`src/rtl/link_timing_pkg.sv`:
```
// Operation
// - Sample sysref on rising device clock edge
// - LMFC boundary forty periods after sysref high
// - Frame start follows boundary by mode delay
// - Extra propagation delay of zero to three
// - Lane alignment lasts four multiframe periods
// - Calibration takes 227M or 102M cycles
package link_timing_pkg;
  // Device clock core_clk: 250 MHz, 4 ns
  localparam int CLK_PERIOD_PS = 4000;
  localparam int SYSREF_HOLD_PERIODS = 8;
  localparam logic [5:0] SYSREF_TO_LMFC = 6'h28;
  // Functional delays in tenths of a device clock period
  localparam int TX_DLY_X10_BASE = 607;
  localparam int TX_DLY_X10_FIVE_FOUR = 515;
  localparam int TX_DLY_X10_DDR = 527;
  localparam int TX_DLY_X10_BOTH = 439;
  localparam logic [1:0] PROP_DLY_MAX = 2'h3;
  localparam logic [2:0] ILA_MULTIFRAMES = 3'h4;
  localparam logic [2:0] SYNC_MIN_FRAMES = 3'h4;
  localparam longint CAL_CYCLES_TRIM = 64'hD87BEC0; // 227 million
  localparam longint CAL_CYCLES_NOTRIM = 64'h6146580; // 102 million
  // Device clocks per octet, by lane rate setting
  localparam logic [3:0] OCT_CLK_BASE = 4'hA;
  localparam logic [3:0] OCT_CLK_FIVE_FOUR = 4'h8;
  localparam logic [3:0] OCT_CLK_DDR = 4'h5;
  localparam logic [3:0] OCT_CLK_BOTH = 4'h4;

  typedef struct packed {
    logic double_rate_setting;
    logic five_four_rate_setting;
    logic [4:0] frames_per_multiframe_m1;
    logic [3:0] octets_per_frame_m1;
  } link_cfg_t;

  typedef enum logic [1:0] {
    LINK_SYNC = 2'b00,
    LINK_WAIT = 2'b01,
    LINK_ILA = 2'b10,
    LINK_DATA = 2'b11
  } link_state_t;

  typedef enum logic [1:0] {
    CAL_IDLE = 2'b00,
    CAL_RUN = 2'b01
  } cal_state_t;

  // Delay rounded up to whole cycles
  function automatic logic [6:0] tx_delay_cycles(input logic ddr, input logic p54);
    int x10;
    x10 = ddr ? (p54 ? TX_DLY_X10_BOTH : TX_DLY_X10_DDR) : (p54 ? TX_DLY_X10_FIVE_FOUR : TX_DLY_X10_BASE);
    return 7'((x10 + 9) / 10);
  endfunction

  function automatic logic [3:0] octet_clocks(input logic ddr, input logic p54);
    return ddr ? (p54 ? OCT_CLK_BOTH : OCT_CLK_DDR) : (p54 ? OCT_CLK_FIVE_FOUR : OCT_CLK_BASE);
  endfunction
endpackage

```
`src/rtl/sysref_lmfc_link_timing.sv`:
```
`timescale 1ns/10ps
module sysref_lmfc_link_timing
  import link_timing_pkg::*;
#(
  parameter longint CAL_TRIM_CYCLES = CAL_CYCLES_TRIM,
  parameter longint CAL_NOTRIM_CYCLES = CAL_CYCLES_NOTRIM
)
(
  input wire logic core_clk,
  input wire logic rst,
  input wire logic sysref,
  input wire logic sync_n,
  input wire link_cfg_t cfg,
  input wire logic [1:0] prop_extra,
  input wire logic cal_start,
  input wire logic auto_trim,
  output logic lmfc_edge,
  output logic frame_start,
  output logic ila_active,
  output logic data_active,
  output logic cal_busy,
  output logic cal_done
);
  logic sysref_q;
  logic sysref_rise;
  logic [5:0] ref_cnt;
  logic ref_pend;
  logic lmfc_align;
  logic [5:0] frames;
  logic [4:0] octets;
  logic [3:0] oct_clks;
  logic [12:0] lmfc_cnt;
  logic [12:0] lmfc_period;
  logic lmfc_tick;
  logic [6:0] tx_cnt;
  logic tx_pend;
  logic mf_tick;
  logic mf_start;
  link_state_t state;
  logic [2:0] ila_cnt;
  logic wait_hit;
  logic ila_last;
  cal_state_t cal_state;
  logic [27:0] cal_cnt;
  logic [27:0] cal_load;

  // Sysref captured on device clock edge
  always_ff @(posedge core_clk) begin
    if (rst) begin
      sysref_q <= 1'b0;
    end else begin
      sysref_q <= sysref;
    end
  end
  assign sysref_rise = sysref & ~sysref_q;

  // Count forty cycles to the boundary; new edge restarts, fine since source holds 8 high
  always_ff @(posedge core_clk) begin
    if (rst) begin
      ref_cnt <= 6'h00;
      ref_pend <= 1'b0;
    end else if (sysref_rise) begin
      ref_cnt <= SYSREF_TO_LMFC - 6'h01;
      ref_pend <= 1'b1;
    end else if (ref_pend) begin
      ref_cnt <= ref_cnt - 6'h01;
      if (ref_cnt == 6'h01) ref_pend <= 1'b0;
    end
  end
  assign lmfc_align = ref_pend && (ref_cnt == 6'h01);

  // LMFC period from frame and octet settings
  assign frames = 6'(cfg.frames_per_multiframe_m1) + 6'h01;
  assign octets = 5'(cfg.octets_per_frame_m1) + 5'h01;
  assign oct_clks = octet_clocks(cfg.double_rate_setting, cfg.five_four_rate_setting);
  // Thirteen bits hold the largest product, 32 by 16 by 10
  assign lmfc_period = 13'(frames * octets * oct_clks);

  // Free running LMFC counter, phased by sysref
  always_ff @(posedge core_clk) begin
    if (rst) begin
      lmfc_cnt <= 13'h0000;
    end else if (lmfc_align || lmfc_cnt + 13'h0001 >= lmfc_period) begin
      lmfc_cnt <= 13'h0000;
    end else begin
      lmfc_cnt <= lmfc_cnt + 13'h0001;
    end
  end
  assign lmfc_tick = lmfc_align || (lmfc_cnt + 13'h0001 >= lmfc_period && lmfc_period != 13'h0000);

  // Boundary pulse, registered like every other output
  always_ff @(posedge core_clk) begin
    if (rst) begin
      lmfc_edge <= 1'b0;
    end else begin
      lmfc_edge <= lmfc_tick;
    end
  end

  // Mode delay from boundary to multiframe start; restarts each boundary
  always_ff @(posedge core_clk) begin
    if (rst) begin
      tx_cnt <= 7'h00;
      tx_pend <= 1'b0;
    end else if (lmfc_tick) begin
      tx_cnt <= tx_delay_cycles(cfg.double_rate_setting, cfg.five_four_rate_setting);
      tx_pend <= 1'b1;
    end else if (tx_pend) begin
      tx_cnt <= tx_cnt - 7'h01;
      if (tx_cnt == 7'h01) tx_pend <= 1'b0;
    end
  end
  assign mf_tick = tx_pend && (tx_cnt == 7'h01); // Last count, so the whole delay elapses

  delay_line u_prop (
    .core_clk(core_clk),
    .rst(rst),
    .extra(prop_extra),
    .din(mf_tick),
    .dout(mf_start)
  );

  // Frame start pulse after the optional extra delay
  always_ff @(posedge core_clk) begin
    if (rst) begin
      frame_start <= 1'b0;
    end else begin
      frame_start <= mf_start;
    end
  end

  // Link sequencer: sync request, wait, lane alignment, data
  always_ff @(posedge core_clk) begin
    if (rst) begin
      state <= LINK_SYNC;
      ila_cnt <= 3'h0;
    end else if (!sync_n) begin
      state <= LINK_SYNC; // receiver keeps low long enough
      ila_cnt <= 3'h0;
    end else begin
      case (state)
        LINK_SYNC: begin
          state <= LINK_WAIT;
        end
        LINK_WAIT: begin
          if (mf_start) begin
            state <= LINK_ILA;
            ila_cnt <= ILA_MULTIFRAMES - 3'h1;
          end
        end
        LINK_ILA: begin
          if (mf_start) begin
            if (ila_cnt == 3'h0) state <= LINK_DATA;
            else ila_cnt <= ila_cnt - 3'h1;
          end
        end
        default: begin
          state <= LINK_DATA;
        end
      endcase
    end
  end

  // First and last multiframe starts of the alignment phase
  assign wait_hit = (state == LINK_WAIT) && mf_start;
  assign ila_last = (state == LINK_ILA) && mf_start && (ila_cnt == 3'h0);

  // Alignment flag rises with the first frame start, so it spans four whole multiframes
  always_ff @(posedge core_clk) begin
    if (rst) begin
      ila_active <= 1'b0;
    end else begin
      ila_active <= sync_n && (wait_hit || (state == LINK_ILA && !ila_last));
    end
  end

  // Data phase takes over on the very edge where alignment ends
  always_ff @(posedge core_clk) begin
    if (rst) begin
      data_active <= 1'b0;
    end else begin
      data_active <= sync_n && (state == LINK_DATA || ila_last);
    end
  end

  // Length taken once at start; later changes of auto_trim do not stretch a run
  assign cal_load = 28'(auto_trim ? CAL_TRIM_CYCLES - 1 : CAL_NOTRIM_CYCLES - 1);

  // Foreground calibration timer; counts not restartable while busy
  always_ff @(posedge core_clk) begin
    if (rst) begin
      cal_state <= CAL_IDLE;
      cal_cnt <= 28'h0000000;
      cal_busy <= 1'b0;
    end else begin
      case (cal_state)
        CAL_IDLE: begin
          if (cal_start) begin
            cal_cnt <= cal_load;
            cal_state <= CAL_RUN;
            cal_busy <= 1'b1;
          end
        end
        default: begin
          if (cal_cnt == 28'h0000000) begin
            cal_state <= CAL_IDLE;
            cal_busy <= 1'b0;
          end else begin
            cal_cnt <= cal_cnt - 28'h0000001;
          end
        end
      endcase
    end
  end

  // Done pulse in its own flop, raised on the edge that drops busy
  always_ff @(posedge core_clk) begin
    if (rst) begin
      cal_done <= 1'b0;
    end else begin
      cal_done <= (cal_state == CAL_RUN) && (cal_cnt == 28'h0000000);
    end
  end
endmodule

```
`src/rtl/delay_line.sv`:
```
`timescale 1ns/10ps
module delay_line
  import link_timing_pkg::*;
(
  input wire logic core_clk,
  input wire logic rst,
  input wire logic [1:0] extra,
  input wire logic din,
  output logic dout
);
  logic [2:0] taps;

  // Shift line; tap picks 0..3 extra cycles
  always_ff @(posedge core_clk) begin
    if (rst) begin
      taps <= 3'h0;
    end else begin
      taps <= {taps[1:0], din};
    end
  end

  assign dout = (extra == 2'h0) ? din : taps[extra - 2'h1];
endmodule

```
`config.mk`:
```
export PLATFORM = sky130hd
export DESIGN_NAME = sysref_lmfc_link_timing
export DESIGN_NICKNAME = d
export VERILOG_FILES = /design/src/rtl/link_timing_pkg.sv /design/src/rtl/sysref_lmfc_link_timing.sv /design/src/rtl/delay_line.sv
export SDC_FILE = /design/constraint.sdc
export NUM_CORES = 1
export LEC_CHECK = 0
export BUFFER_PORTS_ARGS = -buffer_cell sky130_fd_sc_hd__buf_2
export CAP_MARGIN = 40
export CORE_AREA = 8 8 116 118
export CTS_BUF_LIST = sky130_fd_sc_hd__clkbuf_8
export CTS_CLUSTER_DIAMETER = 150
export DETAILED_ROUTE_END_ITERATION = 8
export DIE_AREA = 0 0 124 126
export PLACE_DENSITY = 0.78
export SLEW_MARGIN = 40
export SYNTH_ARGS = -nofsm -noshare
export SYNTH_HDL_FRONTEND = slang
export SYNTH_SLANG_ARGS = --single-unit
```
`constraint.sdc`:
```
create_clock -name core_clk -period 14.2 [get_ports core_clk]
set_input_delay 0.71 -clock core_clk [delete_from_list [all_inputs] [get_ports core_clk]]
set_output_delay 0.71 -clock core_clk [all_outputs]
set_load 0.01 [all_outputs]
```
==> qor.yml, run 1 <==
timing:
  drv_slew: 0
  rsz0062_at_grt: "no"
  tns_ns: 0
  finalHoldViolCount: 0
  setup_viol: 0
  slew_headroom_pct: 48.00
  finalCritPeriodShare_pct: 58.61
  fin_crit_ns: 8.322
  hold_ws_ns: 0.4756
  timing.fmax_mhz: 120.2
  tightestPinTransition_ns: 0.7800
  fin_skew_ns: 0.006851
floorplanning:
  rows: 40
  start_util_pct: 53.27
  dieArea_mm2: 0.01562
  io_pins: 25
  core-area_mm2: 0.01171
  die-width_um: 124
  die_y_um: 126
placement:
  hpwl_um: 10230
  post_dp_cell_area_mm2: 0.006439
  io_buffers: 24
  place.gp.congestion: 0.8864
synth:
  syn_area_mm2: 0.006238
  synth_edf_count: 0
  synth_area_leader_cell: "dfxtp_1"
  synth_top_cell_area_share_pct: 22.78
  synthFlopType: "dfxtp_1"
  synth_area_leaders: "dfxtp_1 23%, ha_1 15%, fa_1 6.7%"
  seq_area_frac_synth_pct: 22.78
  syn_avg_cell_area_um2: 8.263
  async_reset_ff_share_pct: 0
  syn_nets: 871
  ys_warn_count: 0
  synthCells: 755
  synthDistinctLibCells: 69
  synth-seq-cells: 71
final_layout:
  fin_area_mm2: 0.006623
  nets: 882
  drive_gt1_share_pct: 9.079
  fill_cells: 1060
  utilization_pct: 56.55
  insertedDiodeCount: 0
  area_delta_synth_final_pct: 6.157
routing:
  dr.pass1.iters: 4
  via_per_inst: 5.766
  drt-total-wl_um: 13120
  drtIter0Drc: 391
  post-route-drc-count: 0
  vias: 5293
  wl_per_cell_um: 14.29
  ant_nets: 0
global_route:
  grt_pass1_wl_um: 22310
  antenna_found_initial: 0
  grt_usage_pct: 16.80
  grt_pass1_vias: 5045
  grt_overflow: 0
  grt_max_degree: 52
min_path:
  hp-class: "flop to flop"
  hold_start: "u_prop.taps[0]"
clock_network:
  ctsResizeCount: 0
  cts_hold_buf: 0
  cts_buffers: 9
  clkTransAtPathRegs_ns: 0.08
  cts_sinks: 71
  insertion_delay_ns: 0.34
  cts_buffer_depth: 2
  htreeDepth: 3
  post_cts_buffers: 0
  cts_tree: "built"
  root_buffer: "clkbuf_8"
setup_path:
  cpMostUsedCell: "ha_1"
  critPathRequiredTime_ns: 14.47
  rr_startpoint: "lmfc_cnt[0]"
  path_max_fanout: 13
  start_kind: "primary input"
  reg2reg_slack_ns: 11.12
  slowest_delay_ns: 0.54
  slowest_stage: "fa_1"
  critPathLaunch: "cfg[0]"
  worst_ep_arrival_time_ns: 8.59
  crit_path_end_kind: "flop"
  crit_type: "primary input to flop"
pwr:
  powerDensity_mw_per_mm2: 119.8
  power.leakage_nw: 2.816
  irDropWorstVdd_mv: 0.09030
outcome:
  status: "completed"
flow_run:
  maxCapViolCount: 0
layout by cell type (no fill, tap or decap), types with 8 or more instances in the layout:
cell type	instances
ha_1	76
dfxtp_1	71
inv_1	59
nand2_1	58
nor2_1	51
a21oi_1	50
nor3_1	35
o21ai_0	34
nor2b_1	32
xnor2_1	29
and2_1	27
nand3_1	26
buf_2	23
fa_1	21
xor2_1	20
nand2b_1	14
clkbuf_8	11
a211oi_1	10
a31oi_1	9
nor4_1	8
registers in the layout (all words and copies together) (netlist names):
| register | cells |
|---|---|
| cal_cnt | 28 |
| lmfc_cnt | 13 |
| tx_cnt | 7 |
| ref_cnt | 6 |
| ila_cnt | 3 |
| u_prop.taps | 3 |
| state | 2 |
| cal_busy | 1 |
| cal_done | 1 |
| data_active | 1 |
| frame_start | 1 |
| ila_active | 1 |
| lmfc_edge | 1 |
| ref_pend | 1 |
| sysref_q | 1 |
| tx_pend | 1 |
cells by family (layout without fill, tap and decap cells):
kind of cell / after synthesis / after routing / share of synthesized area, %
AO/OA/AOI/OAI: 156 / 156 / 16.41
other: 1 / 1 / 0.06011
adder cells (fa/ha/maj): 97 / 97 / 21.98
flip-flops: 71 / 71 / 22.78
buffers and inverters: 84 / 100 / 5.315
multiplexers: 9 / 9 / 1.585
XOR/XNOR: 50 / 50 / 7.140
AND/OR/NAND/NOR: 287 / 287 / 24.73
layout make-up:
class / instances / area, um2 / share of cell area (%)
tap: 147 / 183.9 / 2.777
timing repair buffer: 24 / 122.6 / 1.852
inverter: 60 / 225.2 / 3.401
multi-input combinational: 600 / 4486 / 67.73
clock inverter: 5 / 32.53 / 0.4912
sequential: 71 / 1421 / 21.46
clock buffer: 11 / 151.4 / 2.286
where the power goes:
part / internal, W / switching, W / leakage [nW]
combinational: 0.000180 / 0.000233 / 2.15
sequential: 0.000215 / 0.0000179 / 0.582
clock: 0.0000722 / 0.0000751 / 0.0873
total: 0.000468 / 0.000326 / 2.82
synth_stat cells, types with 3 or more instances:
| cell | n |
|---|---|
| a211oi_1 | 10 |
| a21oi_1 | 50 |
| a22oi_1 | 3 |
| a311oi_1 | 3 |
| a31oi_1 | 9 |
| and2_1 | 27 |
| and3_1 | 4 |
| clkbuf_1 | 20 |
| dfxtp_1 | 71 |
| fa_1 | 21 |
| ha_1 | 76 |
| inv_1 | 59 |
| mux2_2 | 7 |
| nand2_1 | 58 |
| nand2b_1 | 14 |
| nand3_1 | 26 |
| nand4_1 | 3 |
| nand4b_1 | 3 |
| nor2_1 | 51 |
| nor2b_1 | 32 |
| nor3_1 | 35 |
| nor4_1 | 8 |
| o2111ai_1 | 3 |
| o211a_1 | 4 |
| o211ai_1 | 5 |
| o21a_1 | 4 |
| o21ai_0 | 34 |
| o221ai_1 | 3 |
| o22ai_1 | 4 |
| o41ai_1 | 4 |
| or2_2 | 3 |
| or3_1 | 5 |
| xnor2_1 | 29 |
| xor2_1 | 20 |
path summary, 6_finish.rpt:
kind	endpoint	depth (start not counted)
worst max register to register	lmfc_cnt[3]	12
worst min-delay path	u_prop.taps[1]	1
worst max-delay path	lmfc_cnt[3]	31
worst min register to register	u_prop.taps[1]	1
per-layer routing:
metal	GRT usage [%]	vias to the layer above	part of all wire, %
li1	-	2661	-
met5	0	-	0
met2	28.49	103	49
met3	2.860	16	3.3
met4	4.692	0	1.3
met1	21.22	2513	46
through the flow:
stage / setup WS, ns / total power [W] / cells
2_1_floorplan: 6.607 / 0.0005629 / 755
3_3_place_gp: 6.144 / 0.0006214 / 902
3_5_place_dp: 5.685 / 0.0006432 / 902
4_1_cts: 6.002 / 0.0007926 / 918
5_1_grt: 5.453 / 0.0008598 / 918
6_report: 5.878 / 0.0007931 / 918
worst max-delay path, delay by kind of cell:
family	cells	cell delay, ns
adder cells (fa/ha/maj)	9	3.45
AO/OA/AOI/OAI	8	1.70
buffers and inverters	3	0.25
AND/OR/NAND/NOR	9	2.00
XOR/XNOR	2	0.51
(Power assumes the default switching activity.)
==> run 2, diff against run 1 <==
--- a/config.mk
+++ b/config.mk
@@ -5,14 +5,15 @@
 export SDC_FILE = /design/constraint.sdc
 export NUM_CORES = 1
 export LEC_CHECK = 0
+export ABC_AREA = 1
 export BUFFER_PORTS_ARGS = -buffer_cell sky130_fd_sc_hd__buf_2
 export CAP_MARGIN = 40
-export CORE_AREA = 8 8 116 118
+export CORE_AREA = 8 8 119 121
 export CTS_BUF_LIST = sky130_fd_sc_hd__clkbuf_8
 export CTS_CLUSTER_DIAMETER = 150
 export DETAILED_ROUTE_END_ITERATION = 8
-export DIE_AREA = 0 0 124 126
-export PLACE_DENSITY = 0.78
+export DIE_AREA = 0 0 127 129
+export PLACE_DENSITY = 0.81
 export SLEW_MARGIN = 40
 export SYNTH_ARGS = -nofsm -noshare
 export SYNTH_HDL_FRONTEND = slang
==> constraint.sdc (replaced) <==
create_clock -name core_clk -period 7.3 [get_ports core_clk]
set_input_delay 0.365 -clock core_clk [delete_from_list [all_inputs] [get_ports core_clk]]
set_output_delay 0.365 -clock core_clk [all_outputs]
set_load 0.01 [all_outputs]
==> qor.yml, run 2 <==
routing:
  post-route-drc-count: 0  # unchanged
  ant_nets: 0  # unchanged
  wl_per_cell_um: 11.23  # -21%
  dr.pass1.iters: 5  # +1
  vias: 6004  # +13%
  via_per_inst: 5.132  # -11%
  drt-total-wl_um: 13140  # +0.13%
  drtIter0Drc: 334  # -15%
synth:
  syn_avg_cell_area_um2: 6.658  # -19%
  synth_top_family_by_area: "simple AND/OR/NAND/NOR gates"
  synthDistinctLibCells: 47  # -32%
  seq_area_frac_synth_pct: 21.45  # -1.3 points
  syn_nets: 1112  # +28%
  syn_area_mm2: 0.006625  # +6.2%
  synth_compound_area_share_pct: 12.62  # -3.8 points
  synth_area_leaders: "dfxtp_1 21%, ha_1 15%, nand2_1 11%"
  synth_area_leader_cell: "dfxtp_1"
  synth_top_cell_area_share_pct: 21.45  # -1.3 points
  synthSimpleGateAreaFrac_pct: 28.78  # +4.1 points
  synth_fa_ha_area_share_pct: 20.89  # -1.1 points
  synth_common_cells: "192 x nand2_1, 178 x inv_1, 140 x nor2_1"
  synth_most_common_cell: "nand2_1"
  muxShareOfSynthArea_pct: 0  # -1.6 points
  synth-seq-cells: 71  # unchanged
  synth_edf_count: 0  # unchanged
  synth-xor-area-share_pct: 4.060  # -3.1 points
  ys_warn_count: 0  # unchanged
  async_reset_ff_share_pct: 0  # unchanged
  synthCells: 995  # +32%
  synthFlopType: "dfxtp_1"
clock_network:
  clkTransAtPathRegs_ns: 0.09  # about the same
  root_buffer: "clkbuf_8"
  post_cts_buffers: 0  # unchanged
  htreeDepth: 3  # unchanged
  cts_buffer_depth: 2  # unchanged
  cts_hold_buf: 0  # unchanged
  cts_buffers: 9  # unchanged
  insertion_delay_ns: 0.35  # about the same
  cts_tree: "built"
  ctsResizeCount: 0  # unchanged
  cts_sinks: 71  # unchanged
setup_path:
  cpMostUsedCell: "nand2_1"
  crit_path_end_kind: "flop"
  worst_ep_arrival_time_ns: 7.11  # -1.48 ns
  slowest_delay_ns: 0.60  # +0.06 ns
  critPathRequiredTime_ns: 7.54  # -6.93 ns
  path_max_fanout: 5  # -8
  start_kind: "primary input"
  crit_type: "primary input to flop"
  slowest_stage: "fa_1"
floorplanning:
  die_y_um: 129  # +2.4%
  die-width_um: 127  # +2.4%
  rows: 41  # +2.5%
  start_util_pct: 53.81  # +0.54 points
  io_pins: 25  # unchanged
  core-area_mm2: 0.01231  # +5.1%
  dieArea_mm2: 0.01638  # +4.9%
flow_run:
  maxCapViolCount: 0  # unchanged
final_layout:
  largest_reg_flops: 28  # unchanged
  insertedDiodeCount: 0  # unchanged
  utilization_pct: 58.45  # +1.9 points
  area_delta_synth_final_pct: 8.612
  drive_gt1_share_pct: 9.412  # +0.33 points
  regMostFlops: "cal_cnt"
  nets: 1132  # +28%
  instances_no_fill: 1170  # +27%
  multiInputGateArea_mm2: 0.004493  # +0.17%
  seq_area_mm2: 0.001421  # unchanged
  final_cell_mix: "192 x nand2_1, 178 x inv_1, 139 x nor2_1"
  mostFrequentLayoutCell: "nand2_1"
  fill_cells: 1129  # +6.5%
  largestRegisters: "cal_cnt x28, lmfc_cnt x13, tx_cnt x7"
min_path:
  hp-class: "primary input to flop"
pwr:
  powerDensity_mw_per_mm2: 230.2  # +92%
  power.leakage_nw: 3.783  # +34%
  irDropWorstVdd_mv: 0.09219  # +2.1%
global_route:
  grt_pass1_wl_um: 23270  # +4.3%
  grt_max_degree: 45  # -13%
  grt_pass1_vias: 5616  # +11%
  antenna_found_initial: 0  # unchanged
  grt_usage_pct: 16.50  # -0.30 points
  grt_overflow: 0  # unchanged
placement:
  hpwl_um: 10410  # +1.8%
  io_buffers: 24  # unchanged
  place.gp.congestion: 0.8324  # -6.1%
  dp.cells: 1154  # +28%
timing:
  tightestPinTransition_ns: 0.7635  # -0.01652 ns
  finalHoldViolCount: 0  # unchanged
  slew_headroom_pct: 48.91  # +0.91 points
  fin_crit_ns: 6.872
  fin_skew_ns: 0.01147  # +0.004623 ns
  finalCritPeriodShare_pct: 94.14
  drv_slew: 0  # unchanged
  setup_viol: 0  # unchanged
  timing.fmax_mhz: 145.5
  hold_ws_ns: 0.2254  # -0.2502 ns
outcome:
  status: "completed"
-- run 2: critical path, delay by kind of cell --
| kind | cells | cell delay, ns |
|---|---|---|
| AOI/OAI and AO/OA | 7 | 0.81 |
| xor gates and xnor gates | 1 | 0.19 |
| adders and majority gates | 9 | 3.53 |
| buffers and inverters | 6 | 0.58 |
| and+or+nand+nor | 15 | 1.63 |
-- run 2: path summary, 6_finish.rpt --
kind | startpoint | end | slack [ns] | cells past startpoint
setup / recovery | cfg[0] | tx_cnt[3] | 0.43 | 38
hold / removal | sysref | sysref_q | 0.23 | 3
setup reg to reg | lmfc_cnt[0] | tx_cnt[3] | 4.19 | 18
hold reg to reg | u_prop.taps[1] | u_prop.taps[2] | 0.43 | 2
-- run 2: final cells by class --
type	count	area share [%]
clock inverter	7	1.182
sequential	71	19.75
timing repair buffer	32	2.539
clock buffer	9	1.721
inverter	187	9.755
multi-input combinational	714	62.44
tap	150	2.608
-- run 2: cell families after synthesis --
logic type / Yosys count
XOR/XNOR: 29
buffers and inverters: 210
flip-flops: 71
adder cells (fa/ha/maj): 98
AND/OR/NAND/NOR: 447
AO/OA/AOI/OAI: 139
other: 1
-- run 2: metal layers --
layer / GRT usage [%] / wire length, um / up-vias
li1: - / - / 3204
met1: 20.13 / 6339 / 2704
met2: 29.60 / 6245 / 79
met3: 2.565 / 349 / 17
met4: 4.269 / 203 / 0
met5: 0 / 0 / -
-- run 2: power breakdown --
group          leakage (nW)  switching [W]  internal [W]
Sequential            0.582      0.0000313      0.000421
Combinational          3.10       0.000525      0.000340
Clock                 0.100       0.000174      0.000165
-- run 2: through the flow --
stage / area (um2) / power (W) / setup TNS [ns] / worst slack [ns]
2_1_floorplan: 6625 / 0.001120 / 0 / 0.4121
3_3_place_gp: 6890 / 0.001258 / 0 / 0.09394
3_5_place_dp: 6890 / 0.001278 / -1.639 / -0.1208
4_1_cts: 7099 / 0.001618 / 0 / 0.2333
5_1_grt: 7196 / 0.001827 / -0.06439 / -0.03869
6_report: 7196 / 0.001656 / 0 / 0.4279
